===== config.mk =====
export PLATFORM = sky130hd
export DESIGN_NAME = adcbs_top
export DESIGN_NICKNAME = d
export VERILOG_FILES = /design/src/inc/adcbs_pkg.sv /design/src/inc/adcbs_sar_if.sv /design/src/hw/adcbs_sar.sv /design/src/hw/adcbs_top.sv
export SDC_FILE = /design/constraint.sdc
export NUM_CORES = 1
export LEC_CHECK = 0
export ABC_AREA = 1
export BUFFER_PORTS_ARGS = -buffer_cell sky130_fd_sc_hd__buf_2
export CORE_MARGIN = 2
export CORE_UTILIZATION = 50
export CTS_CLUSTER_SIZE = 14
export DETAILED_ROUTE_END_ITERATION = 16
export GPL_ROUTABILITY_DRIVEN = 0
export HOLD_SLACK_MARGIN = 0.12
export PLACE_DENSITY = 0.83
export SKIP_CTS_REPAIR_TIMING = 1
export SYNTH_ARGS = -nofsm -noshare
export SYNTH_HDL_FRONTEND = slang
export SYNTH_SLANG_ARGS = --single-unit

===== constraint.sdc =====
create_clock -name sys_clk -period 1.9 [get_ports sys_clk]
set_input_delay 0.38 -clock sys_clk [delete_from_list [all_inputs] [get_ports sys_clk]]
set_output_delay 0.38 -clock sys_clk [all_outputs]
set_load 0.02 [all_outputs]

===== src/inc/adcbs_pkg.sv =====
/*
  Shared constants and types for the converter's output-select and sequencing logic.
  Assumes a single 25 MHz system clock; all counts below are in cycles of it.
*/
package adcbs_pkg;
  localparam int RES_W = 12;
  localparam int CNT_W = 9;
  // Clock rate and documented conversion times
  localparam int CLK_MHZ = 25;
  localparam int T_CONV12_US = 12;
  localparam int T_CONV8_US = 8;
  localparam logic [CNT_W-1:0] CONV12_CYC = CNT_W'(T_CONV12_US * CLK_MHZ);
  localparam logic [CNT_W-1:0] CONV8_CYC = CNT_W'(T_CONV8_US * CLK_MHZ);
  // One approximation step per slot; 13 slots fit in 300 cycles, 9 in 200
  localparam logic [CNT_W-1:0] SLOT_CYC = 9'h016;
  // Bit weights of the approximation register
  localparam logic [RES_W-1:0] MSB_MASK = 12'h800;
  localparam logic [RES_W-1:0] LSB12_MASK = 12'h001;
  localparam logic [RES_W-1:0] LSB8_MASK = 12'h010;
  // Low nibble of a full read after a short conversion
  localparam logic [3:0] SHORT_TAIL = 4'h8;
  // Reset values
  localparam logic [RES_W-1:0] RESULT_RST = 12'h000;
  localparam logic [CNT_W-1:0] CNT_RST = 9'h000;
  localparam int SYNC_W = 6;
  localparam logic [SYNC_W-1:0] SYNC_RST = 6'h00;

  typedef enum logic [1:0] {
    SAR_IDLE = 2'b00,
    SAR_BITS = 2'b01,
    SAR_CORR = 2'b10,
    SAR_DONE = 2'b11
  } adcbs_sar_st_t;
endpackage : adcbs_pkg


===== src/inc/adcbs_sar_if.sv =====
/*
  Link between the sequencing control and the approximation engine.
  Assumes both ends run on the same clock.
*/
`timescale 1ns/10ps
interface adcbs_sar_if;
  logic start;
  logic step;
  logic short_mode;
  logic comp;
  logic [11:0] dac_code;
  logic [11:0] result;
  logic done;
  modport ctl (output start, output step, output short_mode, output comp,
    input dac_code, input result, input done);
  modport sar (input start, input step, input short_mode, input comp,
    output dac_code, output result, output done);
endinterface : adcbs_sar_if


===== src/hw/adcbs_sar.sv =====
/*
  Successive-approximation engine with one redundant correction step.
  Assumes start only while idle and one step pulse per settled comparator decision.
*/
`timescale 1ns/10ps
module adcbs_sar (
  // Clock and reset
  input wire logic sys_clk,
  input wire logic rstn,
  // Control link
  adcbs_sar_if.sar sif
);
  import adcbs_pkg::*;

  adcbs_sar_st_t st_ff, nxt_st;
  logic [RES_W-1:0] code_ff, nxt_code, mask_ff, nxt_mask, dac_ff, nxt_dac;
  logic [RES_W-1:0] lsb, code_k;
  logic [RES_W:0] sum;

  always_comb begin
    lsb = sif.short_mode ? LSB8_MASK : LSB12_MASK;
    code_k = sif.comp ? (code_ff | mask_ff) : code_ff;
    sum = {1'b0, code_k} + {1'b0, lsb};
    nxt_st = st_ff;
    nxt_code = code_ff;
    nxt_mask = mask_ff;
    nxt_dac = dac_ff;
    case (st_ff)
      SAR_IDLE, SAR_DONE: begin
        if (sif.start) begin
          nxt_st = SAR_BITS;
          nxt_code = RESULT_RST;
          nxt_mask = MSB_MASK;
          nxt_dac = MSB_MASK;
        end
      end
      SAR_BITS: begin
        if (sif.step) begin
          nxt_code = code_k;
          // A late length change may leave the mask below the new LSB
          if (mask_ff <= lsb) begin
            nxt_st = SAR_CORR;
            nxt_dac = sum[RES_W] ? code_k : sum[RES_W-1:0];
          end else begin
            nxt_mask = mask_ff >> 1;
            nxt_dac = code_k | (mask_ff >> 1);
          end
        end
      end
      SAR_CORR: begin
        if (sif.step) begin
          // Redundant compare one LSB up repairs a low decision made too early
          if (sif.comp && (dac_ff != code_ff)) begin
            nxt_code = dac_ff;
          end
          nxt_st = SAR_DONE;
        end
      end
      default: nxt_st = SAR_IDLE;
    endcase
  end

  always_ff @(posedge sys_clk or negedge rstn) begin
    if (!rstn) begin
      st_ff <= SAR_IDLE;
      code_ff <= RESULT_RST;
      mask_ff <= RESULT_RST;
      dac_ff <= RESULT_RST;
    end else begin
      st_ff <= nxt_st;
      code_ff <= nxt_code;
      mask_ff <= nxt_mask;
      dac_ff <= nxt_dac;
    end
  end

  assign sif.dac_code = dac_ff;
  assign sif.result = code_ff;
  assign sif.done = (st_ff == SAR_DONE);
endmodule : adcbs_sar


===== src/hw/adcbs_top.sv =====
/*
  Read-out and sequencing logic of a 12-bit successive-approximation converter:
  conversion start, busy timing, word/byte output selection with break-before-make.
  Assumes all control pins and the comparator are asynchronous to sys_clk; the pads
  combine result_lines_o with result_lines_oe and strap the byte groups outside.
*/
`timescale 1ns/10ps
module adcbs_top (
  // Clock and reset
  input wire logic sys_clk,
  input wire logic rstn,
  // Bus control pins
  input wire logic chip_en,
  input wire logic chip_sel_n,
  input wire logic read_conv,
  input wire logic word_wide,
  input wire logic byte_select,
  // Analog front end
  input wire logic comp_above,
  output logic [adcbs_pkg::RES_W-1:0] dac_code,
  // Result bus and status
  output logic [adcbs_pkg::RES_W-1:0] result_lines_o,
  output logic [adcbs_pkg::RES_W-1:0] result_lines_oe,
  output logic conversion_busy
);
  import adcbs_pkg::*;

  adcbs_sar_if sif ();

  logic [SYNC_W-1:0] sync_a_ff, sync_b_ff;
  logic comp_s, ce_s, csn_s, rc_s, word_s, a0_s;
  logic start_cond, cond_ff, start_evt;

  // Pins pass two flops; only the second stage is read
  always_ff @(posedge sys_clk or negedge rstn) begin
    if (!rstn) begin
      sync_a_ff <= SYNC_RST;
      sync_b_ff <= SYNC_RST;
    end else begin
      sync_a_ff <= {comp_above, chip_en, chip_sel_n, read_conv, word_wide, byte_select};
      sync_b_ff <= sync_a_ff;
    end
  end
  assign {comp_s, ce_s, csn_s, rc_s, word_s, a0_s} = sync_b_ff;

  // Whichever of the three start inputs arrives last fires the start
  assign start_cond = ce_s & ~csn_s & ~rc_s;
  assign start_evt = start_cond & ~cond_ff;

  // Conversion sequencing
  logic busy_ff, nxt_busy, short_ff, nxt_short;
  logic [CNT_W-1:0] cnt_ff, nxt_cnt, slot_ff, nxt_slot, conv_len;
  logic [RES_W-1:0] result_ff, nxt_result;

  always_comb begin
    conv_len = short_ff ? CONV8_CYC : CONV12_CYC;
    nxt_busy = busy_ff;
    nxt_short = short_ff;
    nxt_cnt = cnt_ff;
    nxt_slot = slot_ff;
    nxt_result = result_ff;
    if (start_evt) begin
      nxt_short = a0_s;
    end
    if (!busy_ff) begin
      if (start_evt) begin
        nxt_busy = 1'b1;
        nxt_cnt = CNT_RST;
        nxt_slot = CNT_RST;
      end
    end else begin
      // A repeated start while busy leaves the counters alone
      nxt_cnt = cnt_ff + 9'h001;
      nxt_slot = (slot_ff == SLOT_CYC - 9'h001) ? CNT_RST : slot_ff + 9'h001;
      if (cnt_ff == conv_len - 9'h001) begin
        nxt_busy = 1'b0;
        nxt_result = short_ff ? {sif.result[11:4], SHORT_TAIL} : sif.result;
      end
    end
  end

  always_ff @(posedge sys_clk or negedge rstn) begin
    if (!rstn) begin
      cond_ff <= 1'b0;
      busy_ff <= 1'b0;
      short_ff <= 1'b0;
      cnt_ff <= CNT_RST;
      slot_ff <= CNT_RST;
      result_ff <= RESULT_RST;
    end else begin
      cond_ff <= start_cond;
      busy_ff <= nxt_busy;
      short_ff <= nxt_short;
      cnt_ff <= nxt_cnt;
      slot_ff <= nxt_slot;
      result_ff <= nxt_result;
    end
  end

  assign sif.start = start_evt & ~busy_ff;
  assign sif.step = busy_ff & (slot_ff == SLOT_CYC - 9'h001);
  assign sif.short_mode = short_ff;
  assign sif.comp = comp_s;

  adcbs_sar u_sar (
    .sys_clk(sys_clk),
    .rstn(rstn),
    .sif(sif.sar)
  );

  // Output enables and data
  logic rd_ok, want_hi, want_lo;
  logic oe_hi_ff, nxt_oe_hi, oe_mid_ff, nxt_oe_mid, oe_lo_ff, nxt_oe_lo;
  logic [RES_W-1:0] data_ff, nxt_data;

  always_comb begin
    rd_ok = rc_s & ~busy_ff & ce_s & ~csn_s;
    want_hi = rd_ok & (word_s | ~a0_s);
    want_lo = rd_ok & (word_s | a0_s);
    // In byte mode the upper and lower nibbles share wires, so never overlap them
    nxt_oe_hi = want_hi & (word_s | ~oe_lo_ff);
    nxt_oe_lo = want_lo & (word_s | ~oe_hi_ff);
    nxt_oe_mid = rd_ok;
    nxt_data = (word_s | ~a0_s) ? result_ff : {8'h00, result_ff[3:0]};
  end

  always_ff @(posedge sys_clk or negedge rstn) begin
    if (!rstn) begin
      oe_hi_ff <= 1'b0;
      oe_mid_ff <= 1'b0;
      oe_lo_ff <= 1'b0;
      data_ff <= RESULT_RST;
    end else begin
      oe_hi_ff <= nxt_oe_hi;
      oe_mid_ff <= nxt_oe_mid;
      oe_lo_ff <= nxt_oe_lo;
      data_ff <= nxt_data;
    end
  end

  assign result_lines_o = data_ff;
  assign result_lines_oe = {{4{oe_hi_ff}}, {4{oe_mid_ff}}, {4{oe_lo_ff}}};
  assign conversion_busy = busy_ff;
  assign dac_code = sif.dac_code;

  // Helper: length of the busy pulse just ended
  logic [CNT_W-1:0] dur_ff;
  always_ff @(posedge sys_clk or negedge rstn) begin
    if (!rstn) begin
      dur_ff <= CNT_RST;
    end else begin
      dur_ff <= busy_ff ? dur_ff + 9'h001 : CNT_RST;
    end
  end
endmodule : adcbs_top


# After elaboration in Yosys (flattened, before gate mapping)

Index checks and enable logic that the tools add are counted.

Register bits: 98
Output and inout port bits: 37

Add/sub/neg operators: 4
Order comparisons: 1
Equality and inequality tests: 12
Multiplexer cells: 30
Bitwise gates (word level): 25
Reductions and logical operators: 10

Operators with widths:

| kind                                                                | number |
|---|---|
| 12-bit 2-to-1 mux                                                   | 12 |
| 12-bit case mux with 2 select lines                                 | 2 |
| 9-bit 2-to-1 mux                                                    | 5 |
| 12-bit case mux with 3 select lines                                 | 1 |
| 9-bit by 1-bit adder with 9-bit output (second input constant)      | 2 |
| 12-bit by 12-bit adder with 13-bit output                           | 1 |
| 1-bit AND                                                           | 12 |
| 12-bit less-or-equal comparator                                     | 1 |
| 12-bit != test                                                      | 1 |
| 12-bit by 11-bit bitwise OR with 12-bit output                      | 1 |
| 12-bit bitwise OR                                                   | 1 |
| 4-bit AND reduction                                                 | 3 |
| 9-bit by 5-bit == test with 1-bit output (second input constant)    | 1 |
| 9-bit == test                                                       | 1 |
| 9-bit by 1-bit subtractor with 9-bit output (second input constant) | 1 |
| 2-bit 2-to-1 mux                                                    | 4 |
| 2-bit != test (second input constant)                               | 4 |
| 1-bit NOT                                                           | 7 |
| 2-bit case mux with 3 select lines                                  | 1 |
| 5-bit 2-to-1 mux                                                    | 1 |
| 2-bit == test (second input constant)                               | 2 |
| 4-bit 2-to-1 mux                                                    | 1 |
| 2-bit by 1-bit != test with 1-bit output (second input constant)    | 2 |
| 1-bit bitwise OR                                                    | 4 |
| other kinds (8)                                                     | 11 |

# Longest topological paths before layout

Gate-level depths: netlist of run 1.

Depth in word-level cells: 7
Gate-level depth with buffers: 15
Mapped depth without buffers: 13

# Modules after synthesis

From an unflattened synthesis of run 1, not the netlist that was laid out.

Cell total of the unflattened synthesis: 668
Area total of the unflattened synthesis: 5,382.7 µm²

By module, submodules not included:

| module    | instances | cells an instance | area an instance (µm²) |
|---|---|---|---|
| adcbs_sar | 1         | 394               | 2,787.7 |
| adcbs_top | 1         | 274               | 2,595.0 |

# Worst setup path before layout of run 1

Ideal clock, no wire load.

Path kind: reg2reg
From: reg sync_b_ff[5]
To: reg u_sar.dac_ff[3], in the netlist u_sar.sif.dac_code[3]
Arrival time: 1.944 ns
Data required time: 1.783 ns
Setup slack: -0.162 ns
Cell stages (with the launch flop): 15
Buffers on the path: 2
Path through: dfrtp_1 > buf_6 > a21oi_1 > inv_1 > ha_1 > ha_1 > nand2_1 > nor2_4 > inv_2 > nand2_2 > nand3_4 > buf_6 > nand4_1 > nand3_1 > nand2_1

Word-level cells in the longest chain between the ends: 6
Elaborated cells between the ends (all ways): 7
Those cells by class: 1 x add/sub; 5 x mux; 1 x bitwise

RTL lines:

| item                                      | RTL line        | text |
|---|---|---|
| start, declared                           | adcbs_top.sv:30 | `logic [SYNC_W-1:0] sync_a_ff, sync_b_ff;` |
| start signal, assigned                    | adcbs_top.sv:41 | `sync_b_ff <= sync_a_ff;` |
| 12-bit 2-to-1 mux *                       | adcbs_sar.sv:22 | `code_k = sif.comp ? (code_ff \| mask_ff) : code_ff;` |
| 12-bit by 12-bit adder with 13-bit output | adcbs_sar.sv:23 | `sum = {1'b0, code_k} + {1'b0, lsb};` |
| 12-bit 2-to-1 mux                         | adcbs_sar.sv:43 | `nxt_dac = sum[RES_W] ? code_k : sum[RES_W-1:0];` |
| 12-bit 2-to-1 mux *                       | adcbs_sar.sv:41 | `if (mask_ff <= lsb) begin` |
| 12-bit 2-to-1 mux *                       | adcbs_sar.sv:38 | `if (sif.step) begin` |
| 12-bit case mux with 2 select lines *     | adcbs_sar.sv:28 | `case (st_ff)` |
| end signal, assigned                      | adcbs_sar.sv:73 | `dac_ff <= nxt_dac;` |
| end, declared                             | adcbs_sar.sv:16 | `logic [RES_W-1:0] code_ff, nxt_code, mask_ff, nxt_mask, dac_ff, nxt_dac;` |

Mark *: on every way between the ends. The rest lies on a longest branch, timed or not. The select of a mux whose other input is x is not followed.
A chain may end at the register's enable or synchronous reset.

# Final worst setup path of run 1

From: reg sync_b_ff[5]
To: reg u_sar.dac_ff[2], in the netlist u_sar.sif.dac_code[2]

The elaborated chain is that of the path after synthesis.

==> results of run 1 <==
registers in the layout (all words and copies together) (netlist names), 2 cells and up:
name                cells
cnt_ff                  9
result_ff              12
result_lines_o         12
slot_ff                 9
sync_a_ff               6
sync_b_ff               6
u_sar.mask_ff          12
u_sar.sif.dac_code     12
u_sar.sif.result       12
u_sar.st_ff             2
per-layer routing:
layer / global-route usage, % / up-vias / part of all wire, %
li1: - / 2288 / -
met1: 30.6 / 2422 / 35
met2: 37.9 / 446 / 45
met3: 4.74 / 164 / 12
met4: 10.9 / 0 / 8.7
met5: 0 / - / 0
critical path, cell delays in order, from the launching register on:
cell and delay (ns):
dfrtp_2 0.50, a21oi_4 0.22, inv_2 0.08, ha_4 0.29, nand2_4 0.07, nor2_4 0.10, inv_2 0.06, nand2_4 0.10
nand3_4 0.16, nand3_2 0.11, nand2_1 0.09, nand3_1 0.14, nand2_1 0.09
area by class of cell:
type                            count  area share, %
Sequential cell                    98           36.9
Timing Repair Buffer              105           12.1
Inverter                           90           5.20
Tap cell                          136           2.55
Clock inverter                      6           1.32
Multi-Input combinational cell    449           39.9
Clock buffer                       10           2.07
how the worst max path moves through the flow:
stage                                 startpoint                                end  slack [ns]
final                     sync_b_ff[5]$_DFF_PN0_  u_sar.sif.dac_code[2]$_DFFE_PN0P_       -0.26
after global routing      sync_b_ff[5]$_DFF_PN0_  u_sar.sif.dac_code[2]$_DFFE_PN0P_       -0.31
after CTS                 sync_b_ff[5]$_DFF_PN0_  u_sar.sif.dac_code[2]$_DFFE_PN0P_       -0.08
after detailed placement  sync_b_ff[5]$_DFF_PN0_  u_sar.sif.dac_code[2]$_DFFE_PN0P_       -0.04
after global placement    sync_b_ff[5]$_DFF_PN0_  u_sar.sif.dac_code[1]$_DFFE_PN0P_        0.06
after floorplan           sync_b_ff[5]$_DFF_PN0_  u_sar.sif.dac_code[3]$_DFFE_PN0P_        0.01
cell usage in the layout (no fill, tap or decap), drive strengths merged, types with 8 or more instances in the layout:
master / synthesis / routed
ha: 11 / 11
nand4: 11 / 11
inv: 90 / 90
dfrtp: 98 / 98
buf: 22 / 96
clkbuf: 6 / 12
nand3: 67 / 68
xnor2: 8 / 8
nor2: 51 / 51
o21ai: 27 / 27
nand2: 207 / 207
o22ai: 10 / 10
a21oi: 26 / 26
kinds of logic after synthesis:
kind of cell	after synthesis	share of synthesized area [%]
AND/OR/NAND/NOR	346	30.4
flip-flops	98	46.3
adder cells (fa/ha/maj)	11	2.60
buffers and inverters	118	10.1
XOR/XNOR	13	2.15
AO/OA/AOI/OAI	77	8.40
multiplexers	1	0.189
synth_stat cells, types with 3 or more instances:
cell type	number
buf_2	4
inv_1	82
nor2_4	5
dfrtp_1	98
xor2_1	5
buf_4	14
nor3_1	5
a21oi_1	25
nand3_2	3
xnor2_1	8
a21boi_1	5
o21ai_1	18
clkbuf_1	6
o211ai_1	4
nand2_1	192
ha_1	11
buf_6	4
inv_2	7
o21ai_0	8
o22ai_1	10
nand2_2	11
nand3_4	3
nand3b_1	3
nand4_1	10
nand2_4	4
nand3_1	61
nor2_1	44
power by group through the flow:
stage / Clock, mW / Sequential (mW) / Combinational, mW
2_1_floorplan: 0 / 3.05 / 2.63
3_3_place_gp: 0 / 2.94 / 3.81
3_5_place_dp: 0 / 2.97 / 3.92
4_1_cts: 1.54 / 2.94 / 3.96
5_1_grt: 1.64 / 3.03 / 5.85
6_report: 1.55 / 2.98 / 5.60
per-stage QoR:
stage	cell area (sq um)	total power, mW	setup slack (ns)	instances
after floorplan	5340	5.68	0.0113	664
after global placement	5810	6.75	0.0643	848
after detailed placement	5810	6.90	-0.0415	848
after CTS	6030	8.43	-0.0796	864
after global routing	6660	10.5	-0.314	894
final	6660	10.1	-0.261	894
==> summary.txt, run 1 <==
Pwr
  – Leak Pwr: 3.36 nW
  – Switching pwr: 4.67 mW
  – Reg power frac: 29.4%
  – Pwr dens: 1520 nW/um^2
  – Switching part of the total: 46.1%
  – Clock Power Share: 15.3%
  – Combinational share of power: 55.3%
  – Peak supply drop: 731 uV
  – Internal power: 5.46 mW

Layout
  – FF+latch area: 2450 sq um
  – Final core occ: 64.5%
  – Synthesis-to-finish area growth: 25.6%
  – Layout cell share with drive strength beyond 1: 29.7%
  – Layout Nets: 772
  – Layout fillers: 713
  – Multi-input combinational cell area: 2660 sq um
  – # diodes: 0

Yosys
  – Post-synth EDFFs: 0
  – Seq/Total Area, Yosys: 46.3%
  – Yosys top cell by area: dfrtp_1
  – Synthesized area per cell: 7.98 sq um
  – Async SR Flop Fraction: 100%
  – Post-Syn Area: 5300 sq um
  – Synth cell types: 41
  – Post-Syn Nets: 683
  – Synth area leaders: dfrtp_1, nand2_1, inv_1
  – Ys flop type: dfrtp_1
  – Yosys warning total: 0
  – Area share of the largest cell type after synthesis: 46.3%
  – #FFs+latches synth: 98
  – Syn Inst Count: 664

Clock tree
  – Clock tree buffer depth: 2
  – Later-pin clock latency in the skew report: 0.40 ns
  – H-tree Lvls: 3
  – Cts bufs inserted: 9
  – CTS tree: yes
  – Reg clk slew, reported paths: 0.11 ns
  – Sink Count: 98
  – Clk root buf: clkbuf_8

Place
  – Post-DP HPWL: 9090 um
  – Port-buffer cells: 44

GRT
  – First-pass GRT wire length: 21000 um
  – Largest net degree at the start of global routing: 99
  – Grt ovf: 0
  – Total global-route track usage: 23.5%
  – Initial antenna violation count: 0
  – Vias in the first global route: 4332

Routing
  – Final WL: 16600 um
  – Routed length per placed instance: 18.6 um
  – Via/cell ratio: 5.95
  – DRT iter0 DRCs: 723
  – Routed via count: 5320
  – Pre-Repair DR Iteration Count: 7
  – DRC: 0
  – ANT nets after route: 0

Floorplan
  – Row cnt: 37
  – Die Ht: 107 um
  – Initial Util: 51.4%
  – Core area: 10300 sq um
  – IO Count: 45
  – Die ar.: 11400 sq um
  – DIE WIDTH: 107 um

Run
  – Max_cap viols: 0

Critical path
  – Crit. End Element: register
  – RR Startpoint: sync_b_ff[5]$_DFF_PN0_
  – CP required: 2.16 ns
  – Startpoint Class: register
  – Crit path DAT: 2.42 ns
  – Crit path max fanout: 7
  – CP Class: register to register
  – FF-to-FF setup slack: -0.26 ns
  – FF-to-FF path depth: 12
  – Reg2reg end: u_sar.sif.dac_code[2]$_DFFE_PN0P_

Min path
  – Hold Crit Endpoint: sync_b_ff[2]$_DFF_PN0_
  – Hold Crit Depth: 0
  – HP Start: sync_a_ff[2]$_DFF_PN0_
  – Hold Crit Class: register to register

STA
  – PnR worst setup slack: -0.261 ns
  – Post-route minimum period: 2.16 ns
  – Final cycle utilization of the critical path: 114%
  – Final Hold Viols: 0
  – RSZ-0062 raised after global routing: yes
  – Slew margin rel.: 60.6%
  – Worst Tran Pin Value: 0.589 ns
  – Highest clock rate: 0.463 GHz
  – Setup violations, final: 37
  – TNS Setup: -4.96 ns
  – Hold slack: 0.356 ns
  – Clock skew: 0.0244 ns
  – Slew Viols, Final: 0

Outcome
  – Failing checks: negative setup slack
  – Status: complete, but fails checks
Power figures use the tool's default switching activity.
==> run 2, diff against run 1 <==
CORE_ASPECT_RATIO = 1.1   (was default)
==> run 2 against run 1 <==
Effect of this change: the run still ends with negative setup slack left; worst hold slack worse by 0.23 ns; combinational power down 6.8%; core utilization up 0.13 points; total power up 1.0%; largest cell class unchanged.
==> summary.txt, run 2 (synthesis gave the netlist of run 1 again) <==
Floorplan
  – Core area: 10300 sq um (about the same)
  – Die ar.: 11400 sq um (about the same)
  – Initial Util: 51.2% (was 51.4%)
  – IO Count: 45 (unchanged)
  – DIE WIDTH: 102 um (was 107 um)
  – Row cnt: 39 (was 37)
  – Die Ht: 112 um (was 107 um)

Critical path
  – Critical Path Start: sync_b_ff[5]$_DFF_PN0_ (unchanged)
  – Crit-path cells: a21oi_4 -> inv_2 -> ha_4 -> nand2_4 -> nor2_4 -> inv_2 -> nand2_4 -> buf_6 -> nand4_1 -> nand3_2 -> a21boi_2 (was a21oi_4 -> inv_2 -> ha_4 -> nand2_4 -> nor2_4 -> inv_2 -> nand2_4 -> nand3_4 -> nand3_2 -> nand2_1 -> nand3_1 -> nand2_1)
  – RR Startpoint: sync_b_ff[5]$_DFF_PN0_ (unchanged)
  – Startpoint Class: register (unchanged)
  – CP max-delay cell: dfrtp_2 (unchanged)
  – Crit. End Element: register (unchanged)
  – Crit path max fanout: 5 (was 7)
  – Crit path DAT: 2.31 ns (was 2.42 ns)
  – FF-to-FF path depth: 11 (was 12)
  – FF-to-FF setup slack: -0.17 ns (was -0.26 ns)
  – End point of the critical path: u_sar.sif.dac_code[4]$_DFFE_PN0P_ (was u_sar.sif.dac_code[2]$_DFFE_PN0P_)
  – Max incr delay on CP: 0.46 ns (was 0.50 ns)
  – CP required: 2.14 ns (was 2.16 ns)
  – CP Class: register to register (unchanged)
  – Reg2reg end: u_sar.sif.dac_code[4]$_DFFE_PN0P_ (was u_sar.sif.dac_code[2]$_DFFE_PN0P_)

STA
  – Highest clock rate: 0.483 GHz (was 0.463 GHz)
  – Setup violations, final: 23 (was 37)
  – PnR worst setup slack: -0.171 ns (was -0.261 ns)
  – Post-route minimum period: 2.07 ns (was 2.16 ns)
  – Slew Viols, Final: 0 (unchanged)
  – Final cycle utilization of the critical path: 109% (was 114%)
  – Slew margin rel.: 62.6% (was 60.6%)
  – Final Hold Viols: 0 (unchanged)
  – RSZ-0062 raised after global routing: yes (unchanged)
  – TNS Setup: -1.20 ns (was -4.96 ns)
  – Worst Tran Pin Value: 0.556 ns (was 0.589 ns)
  – Clock skew: 0.00728 ns (was 0.0244 ns)

Routing
  – Pre-Repair DR Iteration Count: 8 (was 7)
  – Routed length per placed instance: 18.0 um (was 18.6 um)
  – ANT nets after route: 0 (unchanged)
  – DRT iter0 DRCs: 850 (was 723)
  – DRC: 0 (unchanged)
  – Final WL: 16100 um (was 16600 um)
  – Via/cell ratio: 5.89 (was 5.95)
  – Routed via count: 5282 (was 5320)

Clock tree
  – Sink Count: 98 (unchanged)
  – Clk root buf: clkbuf_16 (was clkbuf_8)
  – Later-pin clock latency in the skew report: 0.35 ns (was 0.40 ns)
  – Clock tree buffer depth: 2 (unchanged)
  – H-tree Lvls: 3 (unchanged)
  – Reg clk slew, reported paths: 0.07 ns (was 0.11 ns)
  – CTS tree: yes (unchanged)
  – Cts bufs inserted: 9 (unchanged)

Pwr
  – Leak Pwr: 3.35 nW (was 3.36 nW)
  – Power Total: 10.2 mW (was 10.1 mW)
  – Pwr dens: 1530 nW/um^2 (was 1520 nW/um^2)
  – Peak supply drop: 859 uV (was 731 uV)

Outcome
  – Failing checks: negative setup slack (unchanged)
  – Status: complete, but fails checks (unchanged)

Layout
  – Final core occ: 64.6% (was 64.5%)
  – Synthesis-to-finish area growth: 26.2% (was 25.6%)
  – Layout cell share with drive strength beyond 1: 28.0% (was 29.7%)
  – Leading cell type in the layout, fill and taps excluded: nand2_1 (unchanged)
  – Most frequent cells in the layout: nand2_1, dfrtp_1, inv_1, buf_4 (was nand2_1, dfrtp_1, inv_1, nand3_1, buf_2)
  – # diodes: 0 (unchanged)
  – Layout Nets: 768 (was 772)

Run
  – Max_cap viols: 0 (unchanged)

GRT
  – Largest net degree at the start of global routing: 37 (was 99)
  – Grt ovf: 0 (unchanged)
  – Initial antenna violation count: 0 (unchanged)
  – First-pass GRT wire length: 22400 um (was 21000 um)
  – Vias in the first global route: 4767 (was 4332)
  – Total global-route track usage: 25.0% (was 23.5%)

Place
  – Port-buffer cells: 44 (unchanged)
  – Post-DP HPWL: 9600 um (was 9090 um)
  – Post-Place Setup Slack: -0.0978 ns (was -0.0415 ns)

Min path
  – Hold Crit Class: input pin to register (was register to register)
-- run 2: changes by cell type in the layout (fill, tap and decap cells not counted), sizes merged --
| cell | change |
|---|---|
| clkinvlp | +1 |
| nand2 | +1 |
| clkinv | -1 |
| dlygate4sd3 | -6 |
| clkbuf | -2 |
| inv | +1 |
| buf | +2 |
-- run 2: metrics by stage --
stage	area [sq um]	hold slack, ns	instances
after floorplan	5340	0.0844	664
after global placement	5870	0.333	864
after detailed placement	5870	0.339	864
after CTS	6200	0.000649	880
after global routing	6690	0.126	897
final	6690	0.131	897
-- run 2: critical path, delay by kind of cell (launching register included) --
| family | cells | cell delay [ns] |
|---|---|---|
| simple gates | 5 | 0.64 |
| flops | 1 | 0.46 |
| fa+ha+maj | 1 | 0.29 |
| buf+inv | 3 | 0.28 |
| compound gates | 2 | 0.26 |
-- run 2: worst min-delay path by stage --
| stage | start | to | slack [ns] | depth (start not counted) |
|---|---|---|---|---|
| global placement | sync_a_ff[4]$_DFF_PN0_ | sync_b_ff[4]$_DFF_PN0_ | 0.33 | 0 |
| global route | chip_en | sync_a_ff[4]$_DFF_PN0_ | 0.13 | 1 |
| floorplan | rstn | cnt_ff[0]$_DFFE_PN0P_ | 0.08 | 0 |
| CTS | rstn | u_sar.mask_ff[11]$_DFFE_PN0P_ | 0.0006 | 1 |
| detailed placement | sync_a_ff[1]$_DFF_PN0_ | sync_b_ff[1]$_DFF_PN0_ | 0.34 | 0 |
| finish | read_conv | sync_a_ff[2]$_DFF_PN0_ | 0.13 | 1 |
-- run 2: power by group --
part	switching (mW)	internal (mW)	total, mW
Combinational	3.25	1.97	5.22
Sequential	0.458	2.54	3.00
Clock	0.840	1.17	2.01
-- run 2: layout make-up --
type,instances,area (sq um)
clock buffer,9,225
clock inverter,7,101
fill,704,3660
inverter,90,344
multi-input combinational,450,2630
sequential,98,2450
tap,143,179
timing repair buffer,100,752
-- run 2: per-layer routing --
metal	global-route usage (%)	vias up	part of all wire (%)
li1	-	2279	-
met1	31.2	2437	35
met2	42.0	429	47
met3	4.65	137	10
met4	10.8	0	7.4
met5	0	-	0
==> run 3, diff against run 2 <==
MAX_ROUTING_LAYER = met4   (was default)
clock period = 1.8 ns   (was 1.9 ns; I/O delays follow)
==> run 3 against run 2 <==
Effect of this change: the flow still finishes with violations (negative setup slack); wire length down 7.8%; clock-buffer cell count up 1; first-iteration DRC count down 26%; via count down 2.3%; total power up 2.9%; fmax up 3.3%; clock skew up 0.0035 ns.
==> summary.txt, run 3 (synthesis gave the netlist of run 1 again) <==
Routing
  – Final WL: 14800 um (was 16100 um)
  – ANT nets after route: 0 (unchanged)
  – Routed via count: 5162 (was 5282)
  – Pre-Repair DR Iteration Count: 5 (was 8)
  – Routed length per placed instance: 16.2 um (was 18.0 um)
  – DRC: 0 (unchanged)
  – Via/cell ratio: 5.62 (was 5.89)
  – DRT iter0 DRCs: 625 (was 850)

STA
  – Post-route minimum period: 2.00 ns (was 2.07 ns)
  – Final cycle utilization of the critical path: 111% (was 109%)
  – Highest clock rate: 0.499 GHz (was 0.483 GHz)
  – PnR worst setup slack: -0.205 ns (was -0.171 ns)
  – Slew Viols, Final: 0 (unchanged)
  – Clock skew: 0.0108 ns (was 0.00728 ns)
  – Worst Tran Pin Value: 0.506 ns (was 0.556 ns)
  – Slew margin rel.: 66.3% (was 62.6%)
  – RSZ-0062 raised after global routing: yes (unchanged)
  – Final Hold Viols: 0 (unchanged)
  – Setup violations, final: 29 (was 23)

Critical path
  – FF-to-FF path depth: 9 (was 11)
  – Reg2reg end: u_sar.sif.result[4]$_DFFE_PN0P_ (was u_sar.sif.dac_code[4]$_DFFE_PN0P_)
  – CP required: 2.04 ns (was 2.14 ns)
  – RR Startpoint: u_sar.sif.result[1]$_DFFE_PN0P_ (was sync_b_ff[5]$_DFF_PN0_)
  – FF-to-FF setup slack: -0.20 ns (was -0.17 ns)
  – Crit. End Element: register (unchanged)
  – Startpoint Class: register (unchanged)
  – Crit path DAT: 2.24 ns (was 2.31 ns)
  – Crit path max fanout: 12 (was 5)
  – CP Class: register to register (unchanged)

GRT
  – Busiest layer in global routing: met2 (unchanged)
  – First-pass GRT wire length: 22700 um (was 22400 um)
  – Grt ovf: 0 (unchanged)
  – Initial antenna violation count: 0 (unchanged)
  – Total global-route track usage: 25.9% (was 25.0%)
  – M3 GR Usage: 6.03% (was 4.65%)
  – Vias in the first global route: 4816 (was 4767)
  – Met1 Track Usage GR: 31.5% (was 31.2%)
  – M2 GR Usage: 39.3% (was 42.0%)
  – Largest net degree at the start of global routing: 36 (was 37)

Pwr
  – Pwr dens: 1560 nW/um^2 (was 1530 nW/um^2)
  – Leak Pwr: 3.44 nW (was 3.35 nW)
  – Peak supply drop: 644 uV (was 859 uV)

Outcome
  – Failing checks: negative setup slack (unchanged)
  – Status: complete, but fails checks (unchanged)

Layout
  – Layout fillers: 782 (was 704)
  – Most frequent cells in the layout: nand2_1, dfrtp_1, inv_1, buf_4, nand3_1 (was nand2_1, dfrtp_1, inv_1, buf_4)
  – # diodes: 0 (unchanged)
  – Multi-input combinational cell area: 2570 sq um (was 2630 sq um)
  – Synthesis-to-finish area growth: 27.7% (was 26.2%)
  – Layout Nets: 789 (was 768)
  – FF+latch area: 2450 sq um (unchanged)
  – Fin cells: 918 (was 897)
  – Fin area: 6770 sq um (was 6690 sq um)
  – Leading cell type in the layout, fill and taps excluded: nand2_1 (unchanged)
  – Layout cell share with drive strength beyond 1: 28.4% (was 28.0%)

Clock tree
  – Later-pin clock latency in the skew report: 0.35 ns (about the same)
  – H-tree Lvls: 3 (unchanged)
  – CTS tree: yes (unchanged)
  – Clk root buf: clkbuf_16 (unchanged)
  – Clock tree buffer depth: 2 (unchanged)
  – Reg clk slew, reported paths: 0.07 ns (about the same)
  – Cts bufs inserted: 9 (unchanged)
  – Sink Count: 98 (unchanged)

Min path
  – Hold Crit Endpoint: sync_b_ff[3]$_DFF_PN0_ (was sync_a_ff[2]$_DFF_PN0_)
  – Hold Crit Depth: 0 (was 1)
  – HP Start: sync_a_ff[3]$_DFF_PN0_ (was read_conv)
  – Hold Crit Class: register to register (was input pin to register)

Floorplan
  – IO Count: 45 (unchanged)
  – DIE WIDTH: 102 um (unchanged)
  – Die Ht: 112 um (unchanged)
  – Core area: 10300 sq um (unchanged)
  – Die ar.: 11400 sq um (unchanged)
  – Row cnt: 39 (unchanged)
  – Initial Util: 51.2% (unchanged)

Place
  – Placed Cells: 883 (was 864)
  – Post-DP HPWL: 10000 um (was 9600 um)
  – Port-buffer cells: 44 (unchanged)
  – Area of placed instances: 6080 sq um (was 5870 sq um)

Run
  – Max_cap viols: 0 (unchanged)
-- run 3: changes by cell type in the layout (fill, tap and decap cells not counted), moves of 2 or more --
cell | before | now
nand2_1 | 177 | 179
buf_6 | 5 | 9
nand2_4 | 10 | 8
nor2_2 | 1 | 6
inv_2 | 11 | 9
buf_12 | 5 | 3
nor2_1 | 43 | 38
inv_4 | 1 | 3
dlygate4sd3_1 | 1 | 7
nand3_2 | 22 | 14
buf_4 | 44 | 58
nand3_1 | 41 | 50
-- run 3: how the worst max path moves through the flow --
stage | startpoint | end | slack (ns) | cells past startpoint
floorplan | sync_b_ff[5]$_DFF_PN0_ | u_sar.sif.dac_code[5]$_DFFE_PN0P_ | -0.05 | 14
global placement | short_ff$_DFFE_PN0P_ | u_sar.mask_ff[1]$_DFFE_PN0P_ | -0.0005 | 13
detailed placement | slot_ff[1]$_DFFE_PN0P_ | u_sar.sif.result[10]$_DFFE_PN0P_ | -0.05 | 11
CTS | short_ff$_DFFE_PN0P_ | u_sar.mask_ff[0]$_DFFE_PN0P_ | -0.07 | 13
global route | u_sar.sif.result[0]$_DFFE_PN0P_ | u_sar.sif.result[4]$_DFFE_PN0P_ | -0.24 | 10
finish | u_sar.sif.result[1]$_DFFE_PN0P_ | u_sar.sif.result[4]$_DFFE_PN0P_ | -0.20 | 9
-- run 3: critical path, stage by stage (launching register included) --
cell	delay [ns]
dfrtp_1	0.44
xnor2_1	0.28
nand3_1	0.11
nor2_1	0.27
nand3_1	0.14
nand2_1	0.10
nand2_1	0.18
buf_6	0.22
nand3_1	0.08
nand2_1	0.07
-- run 3: through the flow --
step                      util [%]  setup TNS [ns]  power, mW  hold slack, ns  setup WS, ns
after global placement        58.8       -0.000535       7.35           0.333     -0.000535
after global routing          65.4           -5.30       11.1           0.353        -0.244
after detailed placement      58.8           -1.00       7.54           0.337       -0.0547
after CTS                     61.8           -1.54       9.63         -0.0135       -0.0716
final                         65.4           -2.73       10.5           0.350        -0.205
after floorplan                  -          -0.186       6.04          0.0644       -0.0457
-- run 3: final cells by class --
class                      instances  area share, %
clock buffer                      10           3.38
tap                              143           2.64
clock inverter                     6           1.29
multi-input combinational        450           38.0
timing repair buffer             121           13.3
sequential                        98           36.2
inverter                          90           5.16
-- run 3: per-layer routing --
metal  up-vias  part of all wire [%]
met5         -                     0
met4         0                   5.8
met3       106                   8.2
met2       313                    48
met1      2412                    38
li1       2331                     -
-- run 3: report_power, final --
group | internal, mW | switching [mW]
clock network | 1.22 | 0.859
registers | 2.69 | 0.430
logic | 2.08 | 3.26
